## src/design/expbus_sup_pkg.sv

```systemverilog
/*
  Package for the expansion bus error supervisor: register offsets, field
  positions, status codes, timing counts, state enum and the carrier structs.
  Assumes a single 100 MHz clock domain and a fixed chain of eight modules.
*/
package expbus_sup_pkg;

  localparam int N_MOD = 8;
  localparam int DATA_W = 8;
  localparam int HOLD_W = 30;

  // Register byte offsets
  localparam logic [7:0] OFS_CTRL = 8'h00;
  localparam logic [7:0] OFS_CFG = 8'h04;
  localparam logic [7:0] OFS_SYSFAULT = 8'h08;
  localparam logic [7:0] OFS_IOSTAT = 8'h0c;
  localparam logic [7:0] OFS_QUERY = 8'h10;
  localparam logic [7:0] OFS_BUSSTAT = 8'h14;
  localparam logic [7:0] OFS_MODSTATE = 8'h20;
  localparam logic [7:0] OFS_OUTIMG = 8'h40;
  localparam logic [7:0] OFS_INIMG = 8'h60;
  localparam logic [7:0] OFS_END = 8'h80;
  localparam logic [7:0] OFS_BANK_MASK = 8'he0;

  // Control register bits
  localparam int CTRL_PASSIVE_BIT = 0;
  localparam int CTRL_RESTART_BIT = 1;
  localparam int CTRL_RESETCMD_BIT = 2;

  // Configuration register fields
  localparam int CFG_PRESENT_LSB = 0;
  localparam int CFG_OPTIONAL_LSB = 8;
  localparam int CFG_NEWER_LSB = 16;
  localparam logic [23:0] CFG_RESET = 24'h000000;

  // Query register fields
  localparam int QUERY_IDX_LSB = 16;
  localparam int QUERY_IDX_W = 3;

  // Reset and status values
  localparam logic [31:0] SYSFAULT_HEALTHY = 32'h00000003;
  localparam logic [31:0] SYSFAULT_BUS_BITS = 32'h00000003;
  localparam logic [15:0] io_status_ok_code = 16'h0000;
  localparam logic [15:0] io_status_bus_fault_code = 16'h0001;
  localparam logic [15:0] module_healthy_value = 16'h0000;
  localparam logic [15:0] module_bus_fault_value = 16'h0002;
  localparam logic [15:0] query_ok_code = 16'h0000;
  localparam logic [15:0] query_bus_fault_code = 16'h0001;

  // AXI responses
  localparam logic [1:0] RESP_OKAY = 2'b00;
  localparam logic [1:0] RESP_SLVERR = 2'b10;

  // Failure counting and hold time
  localparam logic [1:0] FAIL_LIMIT = 2'd2;
  localparam longint unsigned CLK_HZ = 100_000_000;
  localparam longint unsigned HOLD_TIME_S = 10;
  localparam longint unsigned HOLD_CYCLES_DEF = HOLD_TIME_S * CLK_HZ;

  typedef enum logic [2:0] {
    ST_RUN = 3'b001,
    ST_OFF = 3'b010,
    ST_RESTART = 3'b100
  } bus_state_e;

  typedef logic [N_MOD-1:0] mod_mask_t;
  typedef logic [N_MOD-1:0][DATA_W-1:0] mod_data_t;

  typedef struct packed {
    mod_mask_t exch_ok;
    mod_mask_t disturbed;
    mod_data_t in_data;
  } chain_in_s;

  typedef struct packed {
    logic bus_enable;
    logic reconfig;
    mod_mask_t retry;
    mod_data_t out_data;
  } chain_out_s;

endpackage : expbus_sup_pkg

```

## src/design/expbus_sup.sv

```systemverilog
/*
  Expansion bus error supervisor: counts exchange failures per module, raises
  the bus error indications, applies active (bus off) or passive (hold and
  retry) handling, and restarts the bus on request. Registers over AXI4-Lite.
  Assumes chain_in is valid on each task_tick and the chain honours chain_out.
*/
// Our own choices: the AXI4-Lite interface to the registers and the register addresses.
`timescale 1ns/10ps

module expbus_sup #(
  parameter logic [expbus_sup_pkg::HOLD_W-1:0] HOLD_CYCLES =
    expbus_sup_pkg::HOLD_W'(expbus_sup_pkg::HOLD_CYCLES_DEF)
) (
  // Clock and reset
  input wire logic aclk,
  input wire logic aresetn,
  // AXI4-Lite write address
  input wire logic awvalid,
  output logic awready,
  input wire logic [7:0] awaddr,
  input wire logic [2:0] awprot,
  // AXI4-Lite write data
  input wire logic wvalid,
  output logic wready,
  input wire logic [31:0] wdata,
  input wire logic [3:0] wstrb,
  // AXI4-Lite write response
  output logic bvalid,
  input wire logic bready,
  output logic [1:0] bresp,
  // AXI4-Lite read address
  input wire logic arvalid,
  output logic arready,
  input wire logic [7:0] araddr,
  input wire logic [2:0] arprot,
  // AXI4-Lite read data
  output logic rvalid,
  input wire logic rready,
  output logic [31:0] rdata,
  output logic [1:0] rresp,
  // Expansion chain
  input wire logic task_tick,
  input wire expbus_sup_pkg::chain_in_s chain_in,
  output expbus_sup_pkg::chain_out_s chain_out,
  // Controller events and indications
  input wire logic app_download,
  output logic io_fault_led
);
  import expbus_sup_pkg::*;

  typedef struct packed {
    bus_state_e st;
    logic aw_pend;
    logic [7:0] aw_addr;
    logic w_pend;
    logic [31:0] w_data;
    logic [3:0] w_strb;
    logic bvalid;
    logic [1:0] bresp;
    logic rvalid;
    logic [1:0] rresp;
    logic [31:0] rdata;
    logic passive;
    logic [QUERY_IDX_W-1:0] query_idx;
    logic [23:0] cfg;
    mod_mask_t mod_err;
    mod_mask_t hold_exp;
    logic [N_MOD-1:0][1:0] fail_cnt;
    logic [N_MOD-1:0][HOLD_W-1:0] hold_cnt;
    mod_data_t out_img;
    mod_data_t in_img;
    mod_data_t drive;
  } state_s;

  state_s r_reg;
  state_s r_next;

  // Per-module next values, built in the generate loop
  mod_mask_t err_n;
  mod_mask_t hexp_n;
  logic [N_MOD-1:0][1:0] fail_n;
  logic [N_MOD-1:0][HOLD_W-1:0] hcnt_n;
  mod_data_t out_img_n;
  mod_data_t in_img_n;
  mod_data_t drive_n;

  logic wr_fire;
  logic [7:0] wr_addr;
  logic bus_err;
  logic bus_off;
  logic fault_bits_clear;
  logic restart_req;
  logic restart_ok;
  logic reset_cmd;
  logic clr_all;
  logic [31:0] sysfault_word;
  logic [15:0] io_status_word_a;
  logic [15:0] io_status_word_b;

  function automatic logic [31:0] merge(input logic [31:0] old, input logic [31:0] nw, input logic [3:0] strb);
    logic [31:0] res;
    res = old;
    for (int b = 0; b < 4; b++) begin
      if (strb[b]) begin
        res[b*8 +: 8] = nw[b*8 +: 8];
      end
    end
    return res;
  endfunction : merge

  function automatic logic mapped(input logic [7:0] a);
    return (a[1:0] == 2'b00) && (a < OFS_END) && !(a > OFS_BUSSTAT && a < OFS_MODSTATE);
  endfunction : mapped

  assign wr_fire = r_reg.aw_pend && r_reg.w_pend && !r_reg.bvalid;
  assign wr_addr = r_reg.aw_addr;

  assign bus_err = |r_reg.mod_err;
  assign bus_off = (r_reg.st == ST_OFF);
  assign sysfault_word = bus_err ? (SYSFAULT_HEALTHY & ~SYSFAULT_BUS_BITS) : SYSFAULT_HEALTHY;
  assign io_status_word_a = bus_err ? io_status_bus_fault_code : io_status_ok_code;
  assign io_status_word_b = bus_err ? io_status_bus_fault_code : io_status_ok_code;
  assign fault_bits_clear = ((sysfault_word & SYSFAULT_BUS_BITS) == 32'h00000000);

  // A write of one to the request bit is the rising edge; the bit itself never stores
  assign restart_req = wr_fire && (wr_addr == OFS_CTRL) && r_reg.w_strb[0]
                       && r_reg.w_data[CTRL_RESTART_BIT];
  assign restart_ok = restart_req && !r_reg.passive && fault_bits_clear && bus_err;
  assign reset_cmd = wr_fire && (wr_addr == OFS_CTRL) && r_reg.w_strb[0] && r_reg.w_data[CTRL_RESETCMD_BIT];
  assign clr_all = reset_cmd || app_download || (r_reg.st == ST_RESTART);

  genvar gi;
  generate
    for (gi = 0; gi < N_MOD; gi++) begin : g_mod
      logic present;
      logic required;
      logic newer;
      logic failing;
      logic hard_fail;
      logic disturbed;
      logic ok;

      assign present = r_reg.cfg[CFG_PRESENT_LSB + gi];
      assign required = present && !r_reg.cfg[CFG_OPTIONAL_LSB + gi];
      assign newer = r_reg.cfg[CFG_NEWER_LSB + gi];
      assign ok = chain_in.exch_ok[gi];
      assign failing = (r_reg.fail_cnt[gi] == FAIL_LIMIT);
      assign hard_fail = (fail_n[gi] == FAIL_LIMIT) && required;
      assign disturbed = r_reg.passive && chain_in.disturbed[gi] && required;

      always_comb begin
        if (clr_all) begin
          fail_n[gi] = 2'd0;
        end else if (task_tick && present && !bus_off) begin
          if (ok) begin
            fail_n[gi] = 2'd0;
          end else if (r_reg.fail_cnt[gi] != FAIL_LIMIT) begin
            fail_n[gi] = r_reg.fail_cnt[gi] + 2'd1;
          end else begin
            fail_n[gi] = r_reg.fail_cnt[gi];
          end
        end else begin
          fail_n[gi] = r_reg.fail_cnt[gi];
        end

        // Active errors latch until restart, reset command or download; passive ones follow each exchange
        if (clr_all) begin
          err_n[gi] = 1'b0;
        end else if (r_reg.passive) begin
          err_n[gi] = task_tick ? (hard_fail || disturbed) : r_reg.mod_err[gi];
        end else begin
          err_n[gi] = r_reg.mod_err[gi] || hard_fail;
        end

        // Hold timer only runs for a newer-family module failing in passive mode
        if (clr_all || !(r_reg.passive && failing && newer)) begin
          hcnt_n[gi] = '0;
          hexp_n[gi] = 1'b0;
        end else if (r_reg.hold_cnt[gi] >= HOLD_CYCLES - HOLD_W'(1)) begin
          hcnt_n[gi] = r_reg.hold_cnt[gi];
          hexp_n[gi] = 1'b1;
        end else begin
          hcnt_n[gi] = r_reg.hold_cnt[gi] + HOLD_W'(1);
          hexp_n[gi] = 1'b0;
        end

        if (bus_off || clr_all) begin
          out_img_n[gi] = '0;
        end else if (wr_fire && wr_addr == OFS_OUTIMG + 8'(gi * 4) && r_reg.w_strb[0]) begin
          out_img_n[gi] = r_reg.w_data[DATA_W-1:0];
        end else begin
          out_img_n[gi] = r_reg.out_img[gi];
        end

        if (bus_off || clr_all) begin
          in_img_n[gi] = '0;
        end else if (task_tick && present && ok) begin
          in_img_n[gi] = chain_in.in_data[gi];
        end else begin
          in_img_n[gi] = r_reg.in_img[gi];
        end

        if (bus_off || clr_all) begin
          drive_n[gi] = '0;
        end else if (r_reg.passive && failing) begin
          if (newer && r_reg.hold_exp[gi]) begin
            drive_n[gi] = '0;
          end else begin
            drive_n[gi] = r_reg.drive[gi];
          end
        end else begin
          // Disturbed modules still answer, so they keep getting live data
          drive_n[gi] = r_reg.out_img[gi];
        end
      end
    end
  endgenerate

  always_comb begin
    logic [7:0] ra;
    logic [2:0] mi;
    r_next = r_reg;
    ra = araddr;
    mi = ra[4:2];

    // Per-module state gathered from the generate loop
    r_next.fail_cnt = fail_n;
    r_next.mod_err = err_n;
    r_next.hold_cnt = hcnt_n;
    r_next.hold_exp = hexp_n;
    r_next.out_img = out_img_n;
    r_next.in_img = in_img_n;
    r_next.drive = drive_n;

    // Bus state; passive handling never goes bus off, so the controller keeps running
    unique case (r_reg.st)
      ST_RUN: begin
        if (!clr_all && !r_reg.passive && bus_err) begin
          r_next.st = ST_OFF;
        end else begin
          r_next.st = ST_RUN;
        end
      end
      ST_OFF: begin
        if (reset_cmd || app_download) begin
          r_next.st = ST_RUN;
        end else if (restart_ok) begin
          r_next.st = ST_RESTART;
        end else begin
          r_next.st = ST_OFF;
        end
      end
      ST_RESTART: begin
        r_next.st = ST_RUN;
      end
      default: begin
        r_next.st = ST_RUN;
      end
    endcase

    // Write channel acceptance, either order
    if (awvalid && awready) begin
      r_next.aw_pend = 1'b1;
      r_next.aw_addr = awaddr;
    end
    if (wvalid && wready) begin
      r_next.w_pend = 1'b1;
      r_next.w_data = wdata;
      r_next.w_strb = wstrb;
    end
    if (wr_fire) begin
      r_next.aw_pend = 1'b0;
      r_next.w_pend = 1'b0;
      r_next.bvalid = 1'b1;
      r_next.bresp = mapped(wr_addr) ? RESP_OKAY : RESP_SLVERR;
      if (wr_addr == OFS_CTRL && r_reg.w_strb[0]) begin
        r_next.passive = r_reg.w_data[CTRL_PASSIVE_BIT];
      end
      if (wr_addr == OFS_CFG) begin
        r_next.cfg = 24'(merge({8'h00, r_reg.cfg}, r_reg.w_data, r_reg.w_strb));
      end
      if (wr_addr == OFS_QUERY && r_reg.w_strb[2]) begin
        r_next.query_idx = r_reg.w_data[QUERY_IDX_LSB +: QUERY_IDX_W];
      end
    end else if (r_reg.bvalid && bready) begin
      r_next.bvalid = 1'b0;
    end

    // Read channel: one cycle to data, held until rready
    if (arvalid && arready) begin
      r_next.rvalid = 1'b1;
      r_next.rresp = mapped(ra) ? RESP_OKAY : RESP_SLVERR;
      r_next.rdata = 32'h00000000;
      if (mapped(ra)) begin
        case (ra & OFS_BANK_MASK)
          OFS_MODSTATE: begin
            r_next.rdata = {16'h0000, r_reg.mod_err[mi] ? module_bus_fault_value : module_healthy_value};
          end
          OFS_OUTIMG: begin
            r_next.rdata = {24'h000000, r_reg.out_img[mi]};
          end
          OFS_INIMG: begin
            r_next.rdata = {24'h000000, r_reg.in_img[mi]};
          end
          default: begin
            case (ra)
              OFS_CTRL: r_next.rdata = {31'h00000000, r_reg.passive};
              OFS_CFG: r_next.rdata = {8'h00, r_reg.cfg};
              OFS_SYSFAULT: r_next.rdata = sysfault_word;
              OFS_IOSTAT: r_next.rdata = {io_status_word_b, io_status_word_a};
              OFS_QUERY: begin
                r_next.rdata = {13'h0000, r_reg.query_idx,
                                r_reg.mod_err[r_reg.query_idx] ? query_bus_fault_code : query_ok_code};
              end
              OFS_BUSSTAT: begin
                r_next.rdata = {8'h00, r_reg.hold_exp, r_reg.mod_err, 5'h00, r_reg.st};
              end
              default: r_next.rdata = 32'h00000000;
            endcase
          end
        endcase
      end
    end else if (r_reg.rvalid && rready) begin
      r_next.rvalid = 1'b0;
    end
  end

  always_ff @(posedge aclk) begin
    if (!aresetn) begin
      r_reg <= '{
        st: ST_RUN,
        passive: 1'b0,
        cfg: CFG_RESET,
        bresp: RESP_OKAY,
        rresp: RESP_OKAY,
        default: '0
      };
    end else begin
      r_reg <= r_next;
    end
  end

  // Handshake outputs
  assign awready = !r_reg.aw_pend && !r_reg.bvalid;
  assign wready = !r_reg.w_pend && !r_reg.bvalid;
  assign arready = !r_reg.rvalid;
  assign bvalid = r_reg.bvalid;
  assign bresp = r_reg.bresp;
  assign rvalid = r_reg.rvalid;
  assign rdata = r_reg.rdata;
  assign rresp = r_reg.rresp;

  // Chain side
  assign chain_out.bus_enable = (r_reg.st == ST_RUN);
  assign chain_out.reconfig = (r_reg.st == ST_RESTART);
  // No retries while the bus is stopped, even if passive was chosen during bus off
  assign chain_out.retry = (r_reg.passive && r_reg.st == ST_RUN) ? r_reg.mod_err : '0;
  assign chain_out.out_data = r_reg.drive;

  assign io_fault_led = bus_err;

endmodule : expbus_sup

```

## config.mk

```make
export PLATFORM = sky130hd
export DESIGN_NAME = expbus_sup
export DESIGN_NICKNAME = d
export VERILOG_FILES = /design/src/design/expbus_sup_pkg.sv /design/src/design/expbus_sup.sv
export SDC_FILE = /design/constraint.sdc
export NUM_CORES = 1
export LEC_CHECK = 0
export BUFFER_PORTS_ARGS = -buffer_cell sky130_fd_sc_hd__buf_2
export CAP_MARGIN = 25
export CELL_PAD_IN_SITES_DETAIL_PLACEMENT = 0
export CELL_PAD_IN_SITES_GLOBAL_PLACEMENT = 1
export CORE_ASPECT_RATIO = 1.5
export CORE_UTILIZATION = 45
export DETAILED_ROUTE_END_ITERATION = 16
export GPL_ROUTABILITY_DRIVEN = 1
export PLACE_DENSITY = 0.85
export SETUP_SLACK_MARGIN = 0.1
export SLEW_MARGIN = 20
export SYNTH_ARGS = -nofsm -noshare
export SYNTH_HDL_FRONTEND = slang
export SYNTH_SLANG_ARGS = --single-unit
```

## constraint.sdc

```tcl
create_clock -name aclk -period 2.53 [get_ports aclk]
set_input_delay 0.506 -clock aclk [delete_from_list [all_inputs] [get_ports aclk]]
set_output_delay 0.506 -clock aclk [all_outputs]
set_load 0.05 [all_outputs]
```

Yosys cells after proc, flatten, opt, wreduce, memory -nomap -nowiden
Cells that the tools add are included.
{"block": "word_totals", "in_bits": 147, "output_inout_bits": 116, "ff_bits": 570}
{"block": "op_classes", "addsub": 16, "mux": 98, "bitwise": 1, "eq_ne": 54, "reduce_logical": 199, "n_lt_le_gt_ge": 16}
{"op": "adder 30 x 1 -> 30 bit, second input constant", "n": 8}
{"op": "greater-or-equal comparator 30 bit, second input constant", "n": 8}
{"op": "2-to-1 mux 8 bit", "n": 19}
{"op": "one-hot mux 24 bit (6 select lines)", "n": 1}
{"op": "logical AND 1 bit", "n": 123}
{"op": "one-hot mux 32 bit (3 select lines)", "n": 1}
{"op": "2-to-1 mux 2 bit", "n": 37}
{"op": "equality test 8 x 7 -> 1 bit, second input constant", "n": 8}
{"op": "binary-select mux 8 bit (select 3 bit)", "n": 2}
{"op": "equality test 2 bit, second input constant", "n": 16}
{"op": "zero test 32 bit", "n": 1}
{"op": "2-to-1 mux 1 bit", "n": 32}
{"op": "2-to-1 mux 32 bit", "n": 1}
{"op": "logical OR 1 bit", "n": 27}
{"op": "zero test 1 bit", "n": 25}
{"op": "equality test 8 x 5 -> 1 bit, second input constant", "n": 3}
{"op": "OR reduction 2 bit", "n": 11}
{"op": "inequality test 2 bit, second input constant", "n": 9}
{"op": "adder 2 x 1 -> 2 bit, second input constant", "n": 8}
{"op": "equality test 8 x 3 -> 1 bit, second input constant", "n": 2}
{"op": "equality test 8 x 4 -> 1 bit, second input constant", "n": 2}
{"op": "> comparator 8 x 5 -> 1 bit, second input constant", "n": 2}
{"op": "zero test 8 bit", "n": 2}
{"op": "less-than comparator 8 x 6 -> 1 bit, second input constant", "n": 2}
{"op": "other kinds (15)", "n": 34}

Longest topological paths before layout
Gate-level depths: netlist of the first run.
{"block": "logic_depth", "word_depth": 13, "mapped_depth": 9}

Least setup slack after synthesis of the first run
OpenSTA, ideal clock, no wires.
{"block": "synth_path", "path_type": "register -> output", "from": "register r_reg[576] in the netlist's numbering", "to": "output port chain_out[64] in the netlist's numbering", "required_ns": 2.024, "slack_ns": -0.450, "path_buffers": 0, "path_stages_with_launch": 3, "arrival_time_ns": 2.474, "cell_sequence": "dfxtp_1 nor3b_1 and3_1"}
{"element": "start: declaration", "line": "expbus_sup.sv:75", "rtl": "state_s r_reg;"}
{"element": "start signal: assignment", "line": "expbus_sup.sv:330", "rtl": "r_reg <= '{"}
{"element": "start signal: assignment", "line": "expbus_sup.sv:339", "rtl": "r_reg <= r_next;"}
{"element": "end: declaration", "line": "expbus_sup.sv:44", "rtl": "output expbus_sup_pkg::chain_out_s chain_out,"}

Worst setup path in the final report of the first run
{"block": "layout_path", "from": "register r_reg[577] in the netlist's numbering", "to": "register r_reg[270] in the netlist's numbering"}
{"block": "layout_via", "elab_chain_len": 4}
{"element": "equality test 3 bit", "line": "expbus_sup.sv:130", "rtl": "assign clr_all = reset_cmd || app_download || (r_reg.st == ST_RESTART);"}
{"element": "logical OR 1 bit", "line": "expbus_sup.sv:130"}
{"element": "logical OR 1 bit", "line": "expbus_sup.sv:176", "rtl": "if (clr_all || !(r_reg.passive && failing && newer)) begin"}
{"element": "OR reduction 2 bit (no line)"}
Every way passes these cells.
A chain may end at the register's enable or synchronous reset.

==> results of run 1 <==
## logic make-up after synthesis
family / synth area share [%]
compound gates: 10.84
simple gates: 26.03
flops: 42.35
other cells: 0.01417
buf+inv: 6.064
fa+ha+maj: 1.134
xor+xnor: 5.592
mux: 7.979
## how the worst min path moves through the flow
stage	end	slack, ns	cells after the start
floorplan	r_reg[311]	0.43	2
CTS	r_reg[67]	0.07	3
global route	r_reg[84]	0.09	3
detailed placement	r_reg[221]	0.46	1
global placement	r_reg[311]	0.44	2
finish	r_reg[94]	0.11	3
## repair_timing
action,CTS,global route
pin swaps,0,3
gates cloned,1,1
setup endpoints to repair,12,135
resized for setup,10,12
buffers inserted,1,3
endpoints found under the hold margin,0,0
## power by group
part           internal (W)  switching [W]
clock network       0.00493        0.00375
logic              0.000232       0.000421
registers           0.00886      0.0000758
total                0.0140        0.00424
## area by class of cell
cell class,count,area (µm²),area share (%)
sequential,560,11210,36.85
antenna,4,10.01,0.03289
tap,770,963.4,3.166
clock inverter,31,369.1,1.213
multi-input combinational,2221,13810,45.40
clock buffer,73,1536,5.049
inverter,51,191.4,0.6291
timing repair buffer,357,2332,7.664
## synthesized netlist by cell type, drive strengths merged, types with 17 or more instances
| cell | n | area [µm²] |
|---|---|---|
| dfxtp | 560 | 11210 |
| nor3b | 37 | 277.8 |
| xnor2 | 33 | 289.0 |
| o21ai | 73 | 365.3 |
| nand4 | 104 | 650.6 |
| o211ai | 27 | 207.7 |
| buf | 168 | 1114 |
| a21boi | 55 | 412.9 |
| and3 | 64 | 400.4 |
| a21oi | 129 | 645.6 |
| nor2b | 21 | 131.4 |
| inv | 51 | 191.4 |
| mux2i | 130 | 1301 |
| a22oi | 78 | 585.6 |
| clkbuf | 80 | 300.3 |
| nor3 | 48 | 240.2 |
| nor2 | 430 | 1617 |
| a31oi | 17 | 106.4 |
| nand2 | 336 | 1261 |
| or4 | 28 | 214.0 |
| or3 | 43 | 269.0 |
| ha | 24 | 300.3 |
| and2 | 35 | 221.5 |
| mux4 | 35 | 788.3 |
| xor2 | 136 | 1191 |
| nand3 | 147 | 735.7 |
| nor4 | 27 | 175.2 |
## routing by layer
layer  track usage [%]  share of wire (%)  vias up
li1                  -                  -    11060
met1             29.33                 39    11130
met2             44.80                 50      686
met3             4.129                5.4      213
met4             15.59                6.3        4
met5                 0              0.031        -
## through the flow
| stage | instances | utilization [%] |
|---|---|---|
| 3_3_place_gp | 3953 | 48.89 |
| 2_1_floorplan | 3079 | - |
| 5_1_grt | 4067 | 52.49 |
| 6_report | 4067 | 52.49 |
| 4_1_cts | 4059 | 52.27 |
| 3_5_place_dp | 3953 | 48.89 |
## worst max-delay path, stage by stage (launching register included)
cell	delay, ns
dfxtp_1	0.55
nor3b_2	0.12
nor3b_1	0.21
buf_4	0.17
o31ai_4	0.07
buf_12	0.17
or2_1	0.25
buf_4	0.18
or4_1	0.51
nand2_1	0.08
==> implementation parameters, run 1 <==
Parameter                              Value

Layout
  Area growth, synth to finish    14.96%
  Finished layout cell area    30430 µm²
  Number of nets in the layout    3418
  Max FFs per register    444
  Leading cell types in the layout, fill and taps excluded    dfxtp_1 (559), nor2_1 (429), nand2_1 (335)
  Most common cell after layout, fill and taps aside    dfxtp_1
  # fillers    5331
  Proportion of layout cells with a drive suffix above 1    16.09%

Clock tree
  Clock tree root buffer cell    clkbuf_16
  CTS tree    done
  Clock Tree Buf Depth    3
  Clock Pin Slew Worst Setup and Hold Paths    0.07 ns
  Count of clock tree sinks    560
  Clock latency on the worst-skew pair    0.63 ns
  TritonCTS buffer count    56
  H-tree level count    2
  # hold bufs at CTS    0

Hold path
  Worst Hold Class    input pin to flip-flop
  Source of the worst hold timing path    chain_in[30]

Worst setup path
  Type of destination of the critical path    flip-flop
  R2R Setup Slk    0.13 ns
  Worst setup path endpoint    r_reg[270]
  CP Launch Type    flip-flop
  Startpoint of the worst setup timing path    r_reg[577]
  Required time at the endpoint of the critical path    between 3 and 4 ns
  Capture point of the worst reg-to-reg path    r_reg[270]
  Start of the worst register-to-register path    r_reg[577]
  Top fanout value on the critical path    25
  Number of cell instances on the worst register-to-register path    9
  Category of the critical setup timing path    flip-flop to flip-flop
  Crit path DAT    2.95 ns

Power
  LEAKAGE    11.10 nW
  Total power    roughly 0.018 W
  Peak ir drop on the vdd network    a little over 0.5 mV
  Power density relative to cell area    600.4 nW/µm²

Synthesis
  Syn Inst Count    3070
  Share of synthesized area occupied by flip-flops and latches    42.35%
  Async set or reset register ratio after synthesis    0%
  Most frequently used flop master after synthesis    dfxtp_1
  Netlist area before placement    approximately 26000 µm²
  YS warnings    0
  Synth unique cells    80
  #FFs+latches synth    560
  Post-Synthesis Mean Instance Area    about 8.6 µm²
  Number of enable-type register cells in the synthesized netlist    0

Die
  Number of standard-cell rows in the floorplan    108
  DIE AREA    around 60000 µm²
  Initial core utilization    45.66%
  Overall die height    approximately 300 µm
  Count of boundary I/O pins    263
  Die span in x    200.0 µm
  Core area    between 50000 and 60000 µm²

Timing
  RSZ-0062 raised after global routing    yes
  Worst slew slack as a fraction of its limit    43.88%
  Setup violators final    0
  Slew at the pin closest to its max-slew limit    0.8418 ns
  Worst hold margin    around 0.11 ns
  Period utilisation layout    about 95%
  Peak clock frequency supported by timing    416.3 MHz
  Worst clock skew    0.03164 ns
  Clock period minus final worst setup slack    2.402 ns
  Total count of max-transition violations in the final report    0
  Worst setup slack after layout    0.1277 ns
  Hold Violations, Final    0
  Summed negative setup slack over all endpoints    0 ns

Placed design
  Worst slack at placement    just over 0.1 ns
  Area post-placement    roughly 28000 µm²
  Last weighted congestion value of the routability-driven placer    0.9502
  IO Port Bufs    237
  Detail Placement HPWL    57.74 mm

GRT
  Maximum number of pins on one net before global-route repair    96
  Remaining Overflow, GRT    0
  Total global-route track usage    25.78%
  Vias in the first global route    22740
  Antenna violations before repair    8
  First-pass GRT wire length    121.9 mm

Route
  Vias per inst    5.678
  Drt drc    0
  WL final    roughly 80 mm
  First-pass iteration count of the detailed router    7
  Routed length per instance    around 19 µm
  Total via count after detailed routing    23090
  Final ANT Viol Nets    0
  Number of DRC violations after detailed-routing iteration 0    1446

Job
  Number of maximum-capacitance violations    0

Run status
  Result of the run    complete, no violations
Power figures use the tool's default switching activity.
==> run 2, diff against run 1 <==
--- a/config.mk
+++ b/config.mk
@@ -5,12 +5,13 @@
 export SDC_FILE = /design/constraint.sdc
 export NUM_CORES = 1
 export LEC_CHECK = 0
+export ABC_AREA = 1
 export BUFFER_PORTS_ARGS = -buffer_cell sky130_fd_sc_hd__buf_2
 export CAP_MARGIN = 25
 export CELL_PAD_IN_SITES_DETAIL_PLACEMENT = 0
 export CELL_PAD_IN_SITES_GLOBAL_PLACEMENT = 1
 export CORE_ASPECT_RATIO = 1.5
-export CORE_UTILIZATION = 45
+export CORE_UTILIZATION = 43
 export DETAILED_ROUTE_END_ITERATION = 16
 export GPL_ROUTABILITY_DRIVEN = 1
 export PLACE_DENSITY = 0.85
==> run 2 against run 1 <==
Against the previous run:
- highest routed layer is now met4
- largest power group unchanged
- critical endpoint is now chain_out[64]
- register-to-register slack gained 0.15 ns
- combinational power grew 21%
- clock-buffer cell count is 4 higher
- global-route usage up 0.67 points
- cell count is 36% higher
- die area up 18%
- design area rose by 10%
- fmax is 2.8% higher
- setup slack better by 0.066 ns
- clock skew shrank 0.020 ns
- sequential cell count stayed put
==> implementation parameters, run 2 <==
Parameter                              Value

Placed design
  Last weighted congestion value of the routability-driven placer    between 0.9 and 1
  IO Port Bufs    237
  Post-placement cell count    5446
  Detail Placement HPWL    approximately 73 mm
  Area post-placement    31530 µm²

Synthesis
  YS warnings    0
  Post-Synthesis Mean Instance Area    roughly 6.7 µm²
  Share of synthesized area occupied by flip-flops and latches    37.36%
  Netlist area before placement    30010 µm²
  List of most frequent post-synthesis cells    nand2_1 (1281), dfxtp_1 (560), nor2_1 (448), a21oi_1 (445), inv_1 (397)
  Syn Inst Count    4484
  #FFs+latches synth    560
  Share of the synthesized area in the top cell type    37.36%
  Most frequent cell after synthesis    nand2_1
  Synth unique cells    45
  Yosys top cell by area    dfxtp_1
  Number of enable-type register cells in the synthesized netlist    0
  Async set or reset register ratio after synthesis    0%
  Area contributors post-synth    dfxtp_1 (37%), nand2_1 (16%), a21oi_1 (7.4%)
  Most frequently used flop master after synthesis    dfxtp_1

Clock tree
  Clock tree root buffer cell    clkbuf_16
  Clock Pin Slew Worst Setup and Hold Paths    approximately 0.06 ns
  Clock latency on the worst-skew pair    around 0.63 ns
  Number of gates resized after cts    9
  Count of clock tree sinks    560
  TritonCTS buffer count    56
  CTS tree    done
  # hold bufs at CTS    0
  Clock Tree Buf Depth    3
  H-tree level count    2
  Count of buffers added by post-CTS timing repair for setup    0

Timing
  Worst slew slack as a fraction of its limit    42.53%
  Worst hold margin    0.1371 ns
  Total count of max-transition violations in the final report    0
  Setup violators final    0
  Period utilisation layout    92.34%
  Peak clock frequency supported by timing    428.0 MHz
  Slew at the pin closest to its max-slew limit    0.8621 ns
  RSZ-0062 raised after global routing    yes
  Clock period minus final worst setup slack    2.336 ns
  Hold Violations, Final    0
  Worst clock skew    0.01179 ns

Worst setup path
  Top fanout value on the critical path    8
  Category of the critical setup timing path    flip-flop to output pin
  Crit path DAT    1.83 ns
  Cell type of the slowest stage on the worst timing path    dfxtp_1
  Required time at the endpoint of the critical path    2.02 ns
  Type of destination of the critical path    output pin
  Slowest cell delay on critical path    ~0.36 ns
  Cell-by-cell listing of the critical path    inv_1 > nor3_4 > nand2_2 > nor2_1 > buf_4
  CP Launch Type    flip-flop

Job
  Number of maximum-capacitance violations    0

GRT
  Antenna violations before repair    0
  Remaining Overflow, GRT    0
  First-pass GRT wire length    148.7 mm
  Maximum number of pins on one net before global-route repair    56
  Total global-route track usage    26.44%
  Vias in the first global route    27280

Route
  Vias per inst    between 5 and 6
  Drt drc    0
  Number of DRC violations after detailed-routing iteration 0    around 1700
  Routed length per instance    about 17 µm
  Total via count after detailed routing    28660
  First-pass iteration count of the detailed router    6
  WL final    95.49 mm
  Final ANT Viol Nets    0

Layout
  Max FFs per register    444
  Total area of multi-input combinational cells    15620 µm²
  Sequential cell area in the final layout    11210 µm²
  Most common cell after layout, fill and taps aside    nand2_1
  # fillers    7240
  Final cell count without fillers    5547
  Utilization after layout    48.46%
  Proportion of layout cells with a drive suffix above 1    a little over a tenth
  Area growth, synth to finish    11.58%
  Finished layout cell area    approximately 33000 µm²
  Antenna diodes    0
  Number of nets in the layout    4776
  Leading cell types in the layout, fill and taps excluded    nand2_1 (1279), dfxtp_1 (559), a21oi_1 (445)

Run status
  Result of the run    complete, no violations

Die
  DIE AREA    70870 µm²
  Initial core utilization    between 40% and 50%
  Die span in x    ~220 µm
  Overall die height    325.5 µm
  Number of standard-cell rows in the floorplan    between 100 and 150
  Core area    69100 µm²
  Count of boundary I/O pins    263

Power
  LEAKAGE    around 12 nW
  Power density relative to cell area    551.8 nW/µm²
  Total power    0.01848 W
  Peak ir drop on the vdd network    0.5316 mV

Hold path
  Worst Hold Class    input pin to flip-flop
[run 2: changes by cell type after synthesis, sizes merged, moves of 65 or more]
| cell | before | now |
|---|---|---|
| a21oi | 129 | 487 |
| a22oi | 78 | 13 |
| inv | 51 | 408 |
| mux2i | 130 | 0 |
| nand2 | 336 | 1284 |
| nand3 | 147 | 322 |
| nor3 | 48 | 147 |
[run 2: kinds of logic (layout without fill, tap and decap cells)]
family	count (synthesis)	after routing	synth area share [%]
AND/OR/NAND/NOR	2320	2320	32.38
buffers and inverters	701	855	10.88
AO/OA/AOI/OAI	690	690	12.88
flip-flops	560	560	37.36
XOR/XNOR	188	188	5.487
adder cells (fa/ha/maj)	24	24	1.001
other	1	10	0.01250
[run 2: path summary, 6_finish.rpt]
| path | from | endpoint | slack, ns | depth (start not counted) |
|---|---|---|---|---|
| worst min register to register | r_reg[371] | r_reg[371] | 0.45 | 2 |
| worst max-delay path | r_reg[576] | chain_out[64] | 0.19 | 5 |
| worst min-delay path | awaddr[0] | wr_addr[0] | 0.14 | 3 |
| worst max register to register | wr_addr[7] | chain_out[47] | 0.28 | 11 |
[run 2: final cells by class]
class                           count  area share [%]
Sequential cell                   560           33.48
Clock buffer                       77           4.783
Timing Repair Buffer              324           6.061
Clock inverter                     23          0.8295
Inverter                          431           4.846
Tap cell                          900           3.363
Multi-Input combinational cell   3232           46.63
[run 2: metrics by stage]
step	setup slack (ns)	setup TNS, ns
floorplan	-0.06871	-3.731
global placement	0.2092	0
detailed placement	0.1634	0
CTS	0.09975	0
global route	0.06631	0
finish	0.1937	0
[run 2: metal layers]
| metal | vias to the layer above | global-route usage, % | share of wire (%) |
|---|---|---|---|
| li1 | 14640 | - | - |
| met1 | 13150 | 29.72 | 40 |
| met2 | 664 | 48.65 | 51 |
| met3 | 205 | 3.417 | 4.3 |
| met4 | 0 | 12.48 | 4.9 |
| met5 | - | 0 | 0 |
[run 2: power breakdown]
part,total (W),internal (W),switching [W]
Combinational,0.000789,0.000223,0.000566
Clock,0.00873,0.00502,0.00371
Sequential,0.00896,0.00888,0.0000778
[run 2: critical path, delay by kind of cell (launching register included)]
kind	cells	cell delay (ns)
AND/OR/NAND/NOR	3	0.52
flip-flops	1	0.36
buffers and inverters	2	0.31
